[src/rtl/ocf_pkg.sv]
package ocf_pkg;
   // ----------------------------------------
   // Command codes
   // ----------------------------------------
   localparam logic [7:0] CMD_OC_LIMIT = 8'h46;
   localparam logic [7:0] CMD_OC_RESP = 8'h47;
   localparam logic [7:0] CMD_UNIT_TIME = 8'hd2;
   // ----------------------------------------
   // Reset values and field positions
   // ----------------------------------------
   localparam logic [15:0] OC_LIMIT_RST = 16'h0000;
   localparam logic [7:0] OC_RESP_RST = 8'h00;
   localparam logic [15:0] UNIT_TIME_RST = 16'h0001;
   localparam int RESP_HI = 7;
   localparam int RESP_LO = 6;
   localparam int RETRY_HI = 5;
   localparam int RETRY_LO = 3;
   localparam int DELAY_HI = 2;
   localparam int DELAY_LO = 0;
   localparam logic [2:0] RETRY_NONE = 3'h0;
   localparam logic [2:0] RETRY_FOREVER = 3'h7;
   // ----------------------------------------
   // Response codes and states
   // ----------------------------------------
   typedef enum logic [1:0] {
      OCF_IGNORE = 2'b00,
      OCF_COND_CC = 2'b01,
      OCF_SHUTDOWN = 2'b10,
      OCF_DELAY_CC = 2'b11
   } ocf_resp_t;
   typedef enum logic [2:0] {
      OCF_ST_RUN = 3'b000,
      OCF_ST_LIMIT = 3'b001,
      OCF_ST_OFF = 3'b010,
      OCF_ST_RESTART = 3'b011,
      OCF_ST_LATCHED = 3'b100
   } ocf_state_t;
endpackage

[src/rtl/ocf_top.sv]
// Contract
// - Retry code 111 restarts without count limit.
// - Delay code n selects 2^n time units.
// - Time unit length comes from register 0xd2.
// - Delay sets operating time after a fault.
// - Delay sets spacing between restart attempts.
// - Overcurrent limit is 16-bit read/write word.
// - Response configuration is read/write byte.
// - Any response code sets fault, notifies host.
// - Code 00 keeps running with current limit.
// - Code 01 limits while voltage above threshold.
// - Code 01 under threshold: shut down, retry.
// - Retry codes 000 to 110 count attempts.
// - Code 11 limits for delay, then retries.
// - Bit clear, clear-all or off/on clears latch.
`timescale 1ns/1ps
`default_nettype none
module ocf_top
   import ocf_pkg::*;
(
   input wire logic clock,
   input wire logic rst,
   input wire logic clk_en,
   input wire logic cmd_wr,
   input wire logic cmd_rd,
   input wire logic [7:0] cmd_code,
   input wire logic [15:0] cmd_wdata,
   output logic [15:0] cmd_rdata_ff,
   output logic cmd_ack_ff,
   input wire logic oc_detect,
   input wire logic vout_below_lv,
   input wire logic output_on_cmd,
   input wire logic clear_faults,
   input wire logic clear_oc_bit,
   input wire logic other_fault,
   output logic oc_fault_ff,
   output logic host_notify_ff,
   output logic output_en_ff,
   output logic current_limit_ff,
   output logic [15:0] oc_limit_out_ff
);
   import ocf_pkg::*;

   // ----------------------------------------
   // Helper functions
   // ----------------------------------------
   // Decoded delay length in units, used at fault and at each restart.
   function automatic logic [7:0] units_of(input logic [7:0] cfg);
      units_of = 8'h01 << cfg[DELAY_HI:DELAY_LO];
   endfunction

   // ----------------------------------------
   // Registers
   // ----------------------------------------
   logic [15:0] unit_time_ff;
   logic [7:0] oc_resp_ff;
   ocf_state_t state_ff;
   logic [15:0] tick_cnt_ff;
   logic [7:0] unit_cnt_ff;
   logic [2:0] tries_ff;
   logic on_prev_ff;
   logic delay_done;
   logic delay_restart;
   logic cycled_off;
   logic [2:0] retry_code;
   ocf_resp_t resp_code;

   assign retry_code = oc_resp_ff[RETRY_HI:RETRY_LO];
   assign resp_code = ocf_resp_t'(oc_resp_ff[RESP_HI:RESP_LO]);
   // An off command, a clear-all or a bit clear all release the latch.
   assign cycled_off = !output_on_cmd || clear_faults || clear_oc_bit;

   // Host writes; word for the limit, byte for the response.
   always_ff @(posedge clock) begin
      if (rst) begin
         oc_limit_out_ff <= OC_LIMIT_RST;
         oc_resp_ff <= OC_RESP_RST;
         unit_time_ff <= UNIT_TIME_RST;
      end else if (clk_en && cmd_wr) begin
         if (cmd_code == CMD_OC_LIMIT) begin
            oc_limit_out_ff <= cmd_wdata;
         end else if (cmd_code == CMD_OC_RESP) begin
            oc_resp_ff <= cmd_wdata[7:0];
         end else if (cmd_code == CMD_UNIT_TIME) begin
            unit_time_ff <= cmd_wdata;
         end
      end
   end

   // Host reads answer one cycle later; unknown codes read as zero.
   always_ff @(posedge clock) begin
      if (rst) begin
         cmd_rdata_ff <= 16'h0000;
         cmd_ack_ff <= 1'b0;
      end else if (clk_en) begin
         cmd_ack_ff <= cmd_rd || cmd_wr;
         if (!cmd_rd) begin
            cmd_rdata_ff <= cmd_rdata_ff;
         end else if (cmd_code == CMD_OC_LIMIT) begin
            cmd_rdata_ff <= oc_limit_out_ff;
         end else if (cmd_code == CMD_OC_RESP) begin
            cmd_rdata_ff <= {8'h00, oc_resp_ff};
         end else if (cmd_code == CMD_UNIT_TIME) begin
            cmd_rdata_ff <= unit_time_ff;
         end else begin
            cmd_rdata_ff <= 16'h0000;
         end
      end
   end

   // ----------------------------------------
   // Delay timer
   // ----------------------------------------
   // Ticks count clocks per unit; units count to the decoded length.
   // The timer only runs in the limit and restart states.
   assign delay_done = (unit_cnt_ff == units_of(oc_resp_ff));
   assign delay_restart = !(state_ff == OCF_ST_LIMIT ||
                            state_ff == OCF_ST_RESTART);
   always_ff @(posedge clock) begin
      if (rst) begin
         tick_cnt_ff <= 16'h0000;
         unit_cnt_ff <= 8'h00;
      end else if (clk_en) begin
         if (delay_restart || delay_done) begin
            tick_cnt_ff <= 16'h0000;
            unit_cnt_ff <= 8'h00;
         end else if (tick_cnt_ff + 16'h0001 >= unit_time_ff) begin
            tick_cnt_ff <= 16'h0000;
            unit_cnt_ff <= unit_cnt_ff + 8'h01;
         end else begin
            tick_cnt_ff <= tick_cnt_ff + 16'h0001;
         end
      end
   end

   // ----------------------------------------
   // Fault response state machine
   // ----------------------------------------
   always_ff @(posedge clock) begin
      if (rst) begin
         state_ff <= OCF_ST_RUN;
         tries_ff <= 3'h0;
      end else if (clk_en) begin
         case (state_ff)
            OCF_ST_RUN: begin
               tries_ff <= 3'h0;
               if (oc_detect && resp_code == OCF_SHUTDOWN) begin
                  state_ff <= OCF_ST_OFF;
               end else if (oc_detect) begin
                  state_ff <= OCF_ST_LIMIT;
               end
            end
            OCF_ST_LIMIT: begin
               if (other_fault) begin
                  state_ff <= OCF_ST_LATCHED;
               end else if (!oc_detect) begin
                  state_ff <= OCF_ST_RUN;
               end else if (resp_code == OCF_COND_CC && vout_below_lv) begin
                  state_ff <= OCF_ST_OFF;
               end else if (resp_code == OCF_DELAY_CC && delay_done) begin
                  state_ff <= OCF_ST_OFF;
               end else if (resp_code == OCF_SHUTDOWN) begin
                  state_ff <= OCF_ST_OFF;
               end
            end
            OCF_ST_OFF: begin
               if (retry_code == RETRY_NONE || other_fault ||
                   (retry_code != RETRY_FOREVER && tries_ff >= retry_code)) begin
                  state_ff <= OCF_ST_LATCHED;
               end else begin
                  state_ff <= OCF_ST_RESTART;
                  if (retry_code != RETRY_FOREVER) begin
                     tries_ff <= tries_ff + 3'h1;
                  end
               end
            end
            OCF_ST_RESTART: begin
               if (!output_on_cmd || other_fault) begin
                  state_ff <= OCF_ST_LATCHED;
               end else if (delay_done && oc_detect) begin
                  state_ff <= OCF_ST_LIMIT;
               end else if (delay_done) begin
                  // A fault gone during the wait means the restart held.
                  state_ff <= OCF_ST_RUN;
               end
            end
            OCF_ST_LATCHED: begin
               if (cycled_off) begin
                  state_ff <= OCF_ST_RUN;
               end
            end
            default: begin
               state_ff <= OCF_ST_RUN;
            end
         endcase
      end
   end

   // ----------------------------------------
   // Status and outputs
   // ----------------------------------------
   // The fault bit is sticky; a new detection wins over a clear.
   always_ff @(posedge clock) begin
      if (rst) begin
         oc_fault_ff <= 1'b0;
         host_notify_ff <= 1'b0;
         // Seen as on at reset, so a steady on command gives no false edge.
         on_prev_ff <= 1'b1;
      end else if (clk_en) begin
         on_prev_ff <= output_on_cmd;
         host_notify_ff <= oc_detect && !oc_fault_ff;
         if (oc_detect) begin
            oc_fault_ff <= 1'b1;
         end else if (clear_faults || clear_oc_bit ||
                      (output_on_cmd && !on_prev_ff)) begin
            oc_fault_ff <= 1'b0;
         end
      end
   end

   // The output is enabled only when commanded on and not shut down.
   always_ff @(posedge clock) begin
      if (rst) begin
         output_en_ff <= 1'b0;
         current_limit_ff <= 1'b0;
      end else if (clk_en) begin
         output_en_ff <= output_on_cmd &&
                         (state_ff == OCF_ST_RUN ||
                          state_ff == OCF_ST_LIMIT);
         current_limit_ff <= (state_ff == OCF_ST_LIMIT);
      end
   end
endmodule
`default_nettype wire

[config.mk]
export PLATFORM = sky130hd
export DESIGN_NAME = ocf_top
export DESIGN_NICKNAME = d
export VERILOG_FILES = /design/src/rtl/ocf_pkg.sv /design/src/rtl/ocf_top.sv
export SDC_FILE = /design/constraint.sdc
export NUM_CORES = 1
export LEC_CHECK = 0
export ABC_CLOCK_PERIOD_IN_PS = 5900
export BUFFER_PORTS_ARGS = -buffer_cell sky130_fd_sc_hd__buf_4
export CORE_UTILIZATION = 50
export CTS_CLUSTER_SIZE = 16
export DETAILED_ROUTE_END_ITERATION = 7
export PLACE_DENSITY = 0.71
export REMOVE_ABC_BUFFERS = 1
export SLEW_MARGIN = 20
export SYNTH_ARGS = -nofsm -noshare
export SYNTH_HDL_FRONTEND = slang
export SYNTH_SLANG_ARGS = --single-unit
[constraint.sdc]
create_clock -name clock -period 5.9 [get_ports clock]
set_input_delay 0.59 -clock clock [delete_from_list [all_inputs] [get_ports clock]]
set_output_delay 0.59 -clock clock [all_outputs]
set_load 0.05 [all_outputs]
## After elaboration in Yosys (flattened, before gate mapping)

Cells that the tools add are included.

- Input port bits: 35
- Flip-flop bits (word level): 92
- Output and inout bits: 37
- Bits in latches: 0
- Bits in writable memories: 0
- Memories kept: 0
- Bits in read-only memories: 0
- Logic and storage cells: 102

- Eq/ne operators: 18
- Add/subtract/negate cells: 3
- $mul: 0
- Magnitude comparators: 2
- Bitwise operators: 2
- Shift operators: 1
- Reduce and logical (&&, ||, !) cells: 37
- Divide/modulo/power cells: 0
- Muxes and demuxes: 25

Operators with widths:

| cell | count |
|---|---|
| 16-bit two-way mux | 5 |
| 3-bit two-way mux | 14 |
| 16-bit by 1-bit adder with 16-bit output, second input constant | 1 |
| 8-bit by 7-bit == test with 1-bit output, second input constant | 2 |
| 16-bit >= comparator | 1 |
| 8-bit two-way mux | 2 |
| 3-bit case mux with 5 select lines | 1 |
| 1-bit logical OR | 11 |
| 1-bit logical AND | 9 |
| 8-bit by 1-bit adder with 8-bit output, second input constant | 1 |
| 8-bit == test | 1 |
| 8-bit == test, second input constant | 1 |
| 2-bit AND reduction | 4 |
| 4-bit AND reduction | 2 |
| 1-bit by 3-bit << shifter with 8-bit output, first input constant | 1 |
| 3-bit by 2-bit == test with 1-bit output, second input constant | 2 |
| 3-bit zero test | 2 |
| 2-bit != test, second input constant | 3 |
| 3-bit != test, second input constant | 2 |
| 6-bit != test, second input constant | 1 |
| 3-bit case mux with 2 select lines | 1 |
| 2-bit nonzero test | 3 |
| 5-bit AND reduction | 1 |
| 2-bit == test, second input constant | 2 |
| 10 further kinds | 15 |

## Longest topological paths before layout

- Word-level depth: 8
- Gate-level depth with buffers: 17
- Mapped depth without buffers: 13

## Worst setup path before layout

Ideal clock, no wire load.

- Kind: register -> register
- Start point: reg tick_cnt_ff[0]
- End point: reg unit_cnt_ff[3]
- Required time: 5,784 ps
- Arrival: 3,044 ps
- Stages on the path, launching flop included: 17
- Buffers on the path: 3
- Setup time: 116 ps
- Clock period less this slack: 3,159 ps
- Setup slack: 2,741 ps
- Cells stage by stage: dfxtp_1 -> ha_1 -> and3_1 -> clkbuf_1 -> and2_1 -> clkbuf_1 -> nand3_1 -> xnor2_1 -> ha_1 -> a21oi_1 -> nand2_1 -> a21oi_1 -> o211ai_1 -> clkbuf_1 -> o311ai_0 -> xor2_1 -> nor2_1

- Cells in the longest elaborated chain, start to end: 4

Ends and longest elaborated chain:

| what | line | RTL |
|---|---|---|
| start, declared | ocf_top.sv:58 | `logic [15:0] tick_cnt_ff;` |
| start signal, assigned | ocf_top.sv:131 | `tick_cnt_ff <= tick_cnt_ff + 16'h0001;` |
| 16-bit by 1-bit adder with 16-bit output | ocf_top.sv:127 | `end else if (tick_cnt_ff + 16'h0001 >= unit_time_ff) begin` |
| 16-bit >= comparator | ocf_top.sv:127 |  |
| 2-bit nonzero test (no source line) | n/a |  |
| 2-bit AND reduction (no source line) | n/a |  |
| end signal, assigned | ocf_top.sv:129 | `unit_cnt_ff <= unit_cnt_ff + 8'h01;` |
| end, declared | ocf_top.sv:59 | `logic [7:0] unit_cnt_ff;` |

Every way passes these cells.
A chain may end at the register's enable or synchronous reset.

## Worst setup path after layout

- Start point: reg tick_cnt_ff[2]
- End point: reg unit_cnt_ff[6]

Same word-level chain as after synthesis.

==> reports/metrics.yaml <==
synth:
  yosys.cell_types.count: 59
  async_flop_share: 0
  yosysSeqAreaShare: 0.3767
  ys_ff_latch: 92
  yosys_most_used_dff: "dfxtp_1"
  synthesis.area_mm2: 0.004890
  synthCells: 605
  synth_area_per_cell_um2: 8.082
  synth_edf_count: 0
  ys_warn_count: 0
clock_tree:
  clockBufferDepth: 2
  numCtsBuffers: 9
  post_cts_buffers: 0
  clock-root-buffer: "clkbuf_8"
  clkLatencyLatePin_ns: 0.36
  numClockSinks: 92
  postCtsHoldBufs: 0
  cts_resized: 0
  clkSlewWorstSetupHoldPaths_ns: 0.09
  cts_tree: "yes"
  h-tree-depth: 3
grt:
  gr-usage-met2: 0.4610
  grt_use_met1: 0.2978
  grt_usage: 0.2544
  grt_overflow: 0
  grt_pass1_wl_mm: 20.30
  grt_max_degree: 70
  grt-busiest-layer: "met2"
  grt.met3_usage: 0.06103
  antenna_found_initial: 0
  grt_pass1_vias: 4291
detailed_routing:
  drt-total-wl_mm: 12.45
  drt_first_pass_iters: 7
  wl_per_cell_um: 15.96
  ant_nets: 0
  via_per_inst: 5.847
  vias: 4561
  drc: 0
  first_iter_violations: 253
setup_path:
  end_kind: "register"
  critPathKind: "reg -> reg"
  r2r_cells: 11
  r2r_end: "unit_cnt_ff[6]"
  r2r_start: "tick_cnt_ff[2]"
  crit_top_cell: "and3_1"
  reg2reg_setup_slack_ns: 2.10
  slowest_stage: "o211ai_1"
  cp.arrival_ns: 4.09
  cpPeakStageDelay_ns: 0.90
  critPathLaunchType: "register"
  path_max_fanout: 12
  required_ns: 6.19
  path_cells: "and3_1, and3_1, and4_1, and3_1, xor2_1, ha_1, nand4_1, o211ai_1, nor3_1, or4_1, a21oi_1"
die:
  io_pins: 72
  dieWidth_um: 100.9
  start_util: 0.5218
  coreArea_mm2: 0.009371
  dieArea_mm2: 0.01018
  die_height_um: 100.9
  rows: 35
run:
  max_cap_violations: 0
final_layout:
  layout-drive-gt1-share: 0.1567
  utilization: 0.5984
  stdcell_area_mm2: 0.005608
  fillers: 907
  diodes: 0
  area_delta_synth_final_pct: 14.69
  finalNetCount: 703
pwr:
  p_per_area_mw_per_mm2: 210.1
  vdd_drop_max_v: 0.0001338
  p_leak_nw: 2.046
sta:
  worst_slew_pin_slew_ns: 1.109
  period_minus_slack_ns: 3.800
  hold_viol_final: 0
  rsz0062_at_grt: "false"
  slew_violations: 0
  setup_viol: 0
  timing.final.crit_share: 0.6440
  slew_headroom: 0.2575
  tns_ns: 0
  skew_ns: 0.01016
  clock.fmax_mhz: 263.2
placed_design:
  portBuffers: 71
  place.gp.congestion: 0.8755
  place_hpwl_mm: 8.540
  dpl_cell_area_mm2: 0.005431
worst_hold_path:
  hold_class: "in -> reg"
  min_from: "cmd_wdata[0]"
  hold_end: "unit_time_ff[0]"
  min_path_cells: 3
run_status:
  outcome: "finished clean"
layout by cell type (no fill, tap or decap), types with 3 or more instances in the layout:
cell,count
a211oi_1,20
a21oi_1,58
a222oi_1,8
a22oi_1,10
and2_1,4
and3_1,15
buf_4,74
clkbuf_8,9
clkinvlp_4,4
dfxtp_1,92
ha_1,22
inv_1,21
mux2i_1,13
nand2_1,94
nand2b_1,6
nand3_1,18
nand3b_1,7
nand4_1,5
nand4b_1,7
nor2_1,48
nor3_1,10
nor3b_1,3
nor4_1,10
o211ai_1,3
o21a_1,4
o21ai_0,25
o31ai_1,3
or3_1,3
xnor2_1,8
xor2_1,9
power breakdown:
| group | internal, W | leakage, nW | switching [W] |
|---|---|---|---|
| clock | 0.000156 | 0.0755 | 0.000240 |
| combinational | 0.0000492 | 1.23 | 0.0000890 |
| sequential | 0.000632 | 0.745 | 0.0000109 |
| total | 0.000838 | 2.05 | 0.000340 |
sequential cells by signal, summed over array words and instances, names as in the netlist, 3 cells and up:
name,count
unit_time_ff,16
cmd_rdata_ff,16
tries_ff,3
oc_resp_ff,8
state_ff,3
tick_cnt_ff,16
oc_limit_out_ff,16
unit_cnt_ff,8
Yosys cell counts (all sizes together), types with 2 or more instances:
cell type	number	share of area
nor3	10	0.010
ha	22	0.056
clkbuf	34	0.026
a2111oi	2	0.0087
o21ai	27	0.028
nand4	5	0.0064
nand2	94	0.072
nand4b	7	0.013
nand2b	6	0.0077
xnor2	8	0.014
o22ai	2	0.0038
nor3b	3	0.0046
buf	10	0.011
a211oi	21	0.033
nor4bb	3	0.0061
and2	5	0.0064
a222oi	8	0.016
a22oi	10	0.015
o311ai	2	0.0051
a32o	2	0.0041
o31ai	5	0.0097
o21a	4	0.0061
and3	15	0.019
nand3b	7	0.011
nor2	48	0.037
xor2	9	0.016
dfxtp	92	0.38
inv	21	0.016
or3	3	0.0038
a21oi	58	0.059
nand3	18	0.018
nor4	10	0.013
nor4b	2	0.0036
mux2i	13	0.027
o211ai	3	0.0046
nor2b	2	0.0041
worst max-delay path by stage:
stage,from,endpoint,slack [ns],depth (start not counted)
floorplan,tick_cnt_ff[0],unit_cnt_ff[2],2.21,13
finish,tick_cnt_ff[2],unit_cnt_ff[6],2.10,11
global placement,tick_cnt_ff[2],unit_cnt_ff[6],2.30,11
global route,tick_cnt_ff[0],unit_cnt_ff[6],1.83,11
CTS,tick_cnt_ff[2],unit_cnt_ff[6],2.12,11
detailed placement,tick_cnt_ff[2],unit_cnt_ff[6],2.14,11
kinds of logic after synthesis:
logic type / after synthesis / share of synthesized area
compound gates: 150 / 0.2062
xor+xnor: 17 / 0.03045
fa+ha+maj: 22 / 0.05629
buf+inv: 66 / 0.05399
flops: 92 / 0.3767
mux: 14 / 0.02891
simple gates: 244 / 0.2474
per-stage QoR:
stage	setup WS (ns)	cells	total power (W)	hold slack, ns
2_1_floorplan	2.211	561	0.0007321	0.4358
3_3_place_gp	2.302	764	0.0007929	0.4482
3_5_place_dp	2.143	764	0.0007960	0.4567
4_1_cts	2.117	780	0.001188	0.4533
5_1_grt	1.828	780	0.001228	0.4568
6_report	2.100	780	0.001178	0.4613
critical path, delay by kind of cell (launching register included):
family                   cells  cell delay, ns
flip-flops                   1            0.41
adder cells (fa/ha/maj)      1            0.30
AND/OR/NAND/NOR              7            1.86
AO/OA/AOI/OAI                2            1.04
XOR/XNOR                     1            0.10
routing by layer:
metal	share of wire	wire, µm
met5	0	0
met4	0.016	205
met3	0.046	573
met2	0.51	6314
met1	0.43	5356
final cells by class:
| type | count | area, µm² | area share |
|---|---|---|---|
| multi-input cells | 447 | 2791 | 0.4978 |
| flip-flops and latches | 92 | 1842 | 0.3284 |
| repair buffers | 74 | 555.5 | 0.09906 |
| well taps | 129 | 161.4 | 0.02878 |
| clock buffers | 10 | 127.6 | 0.02276 |
| inverters | 22 | 82.58 | 0.01473 |
| clock inverters | 6 | 47.55 | 0.008478 |
No activity file was read; power rests on OpenSTA's default activity.
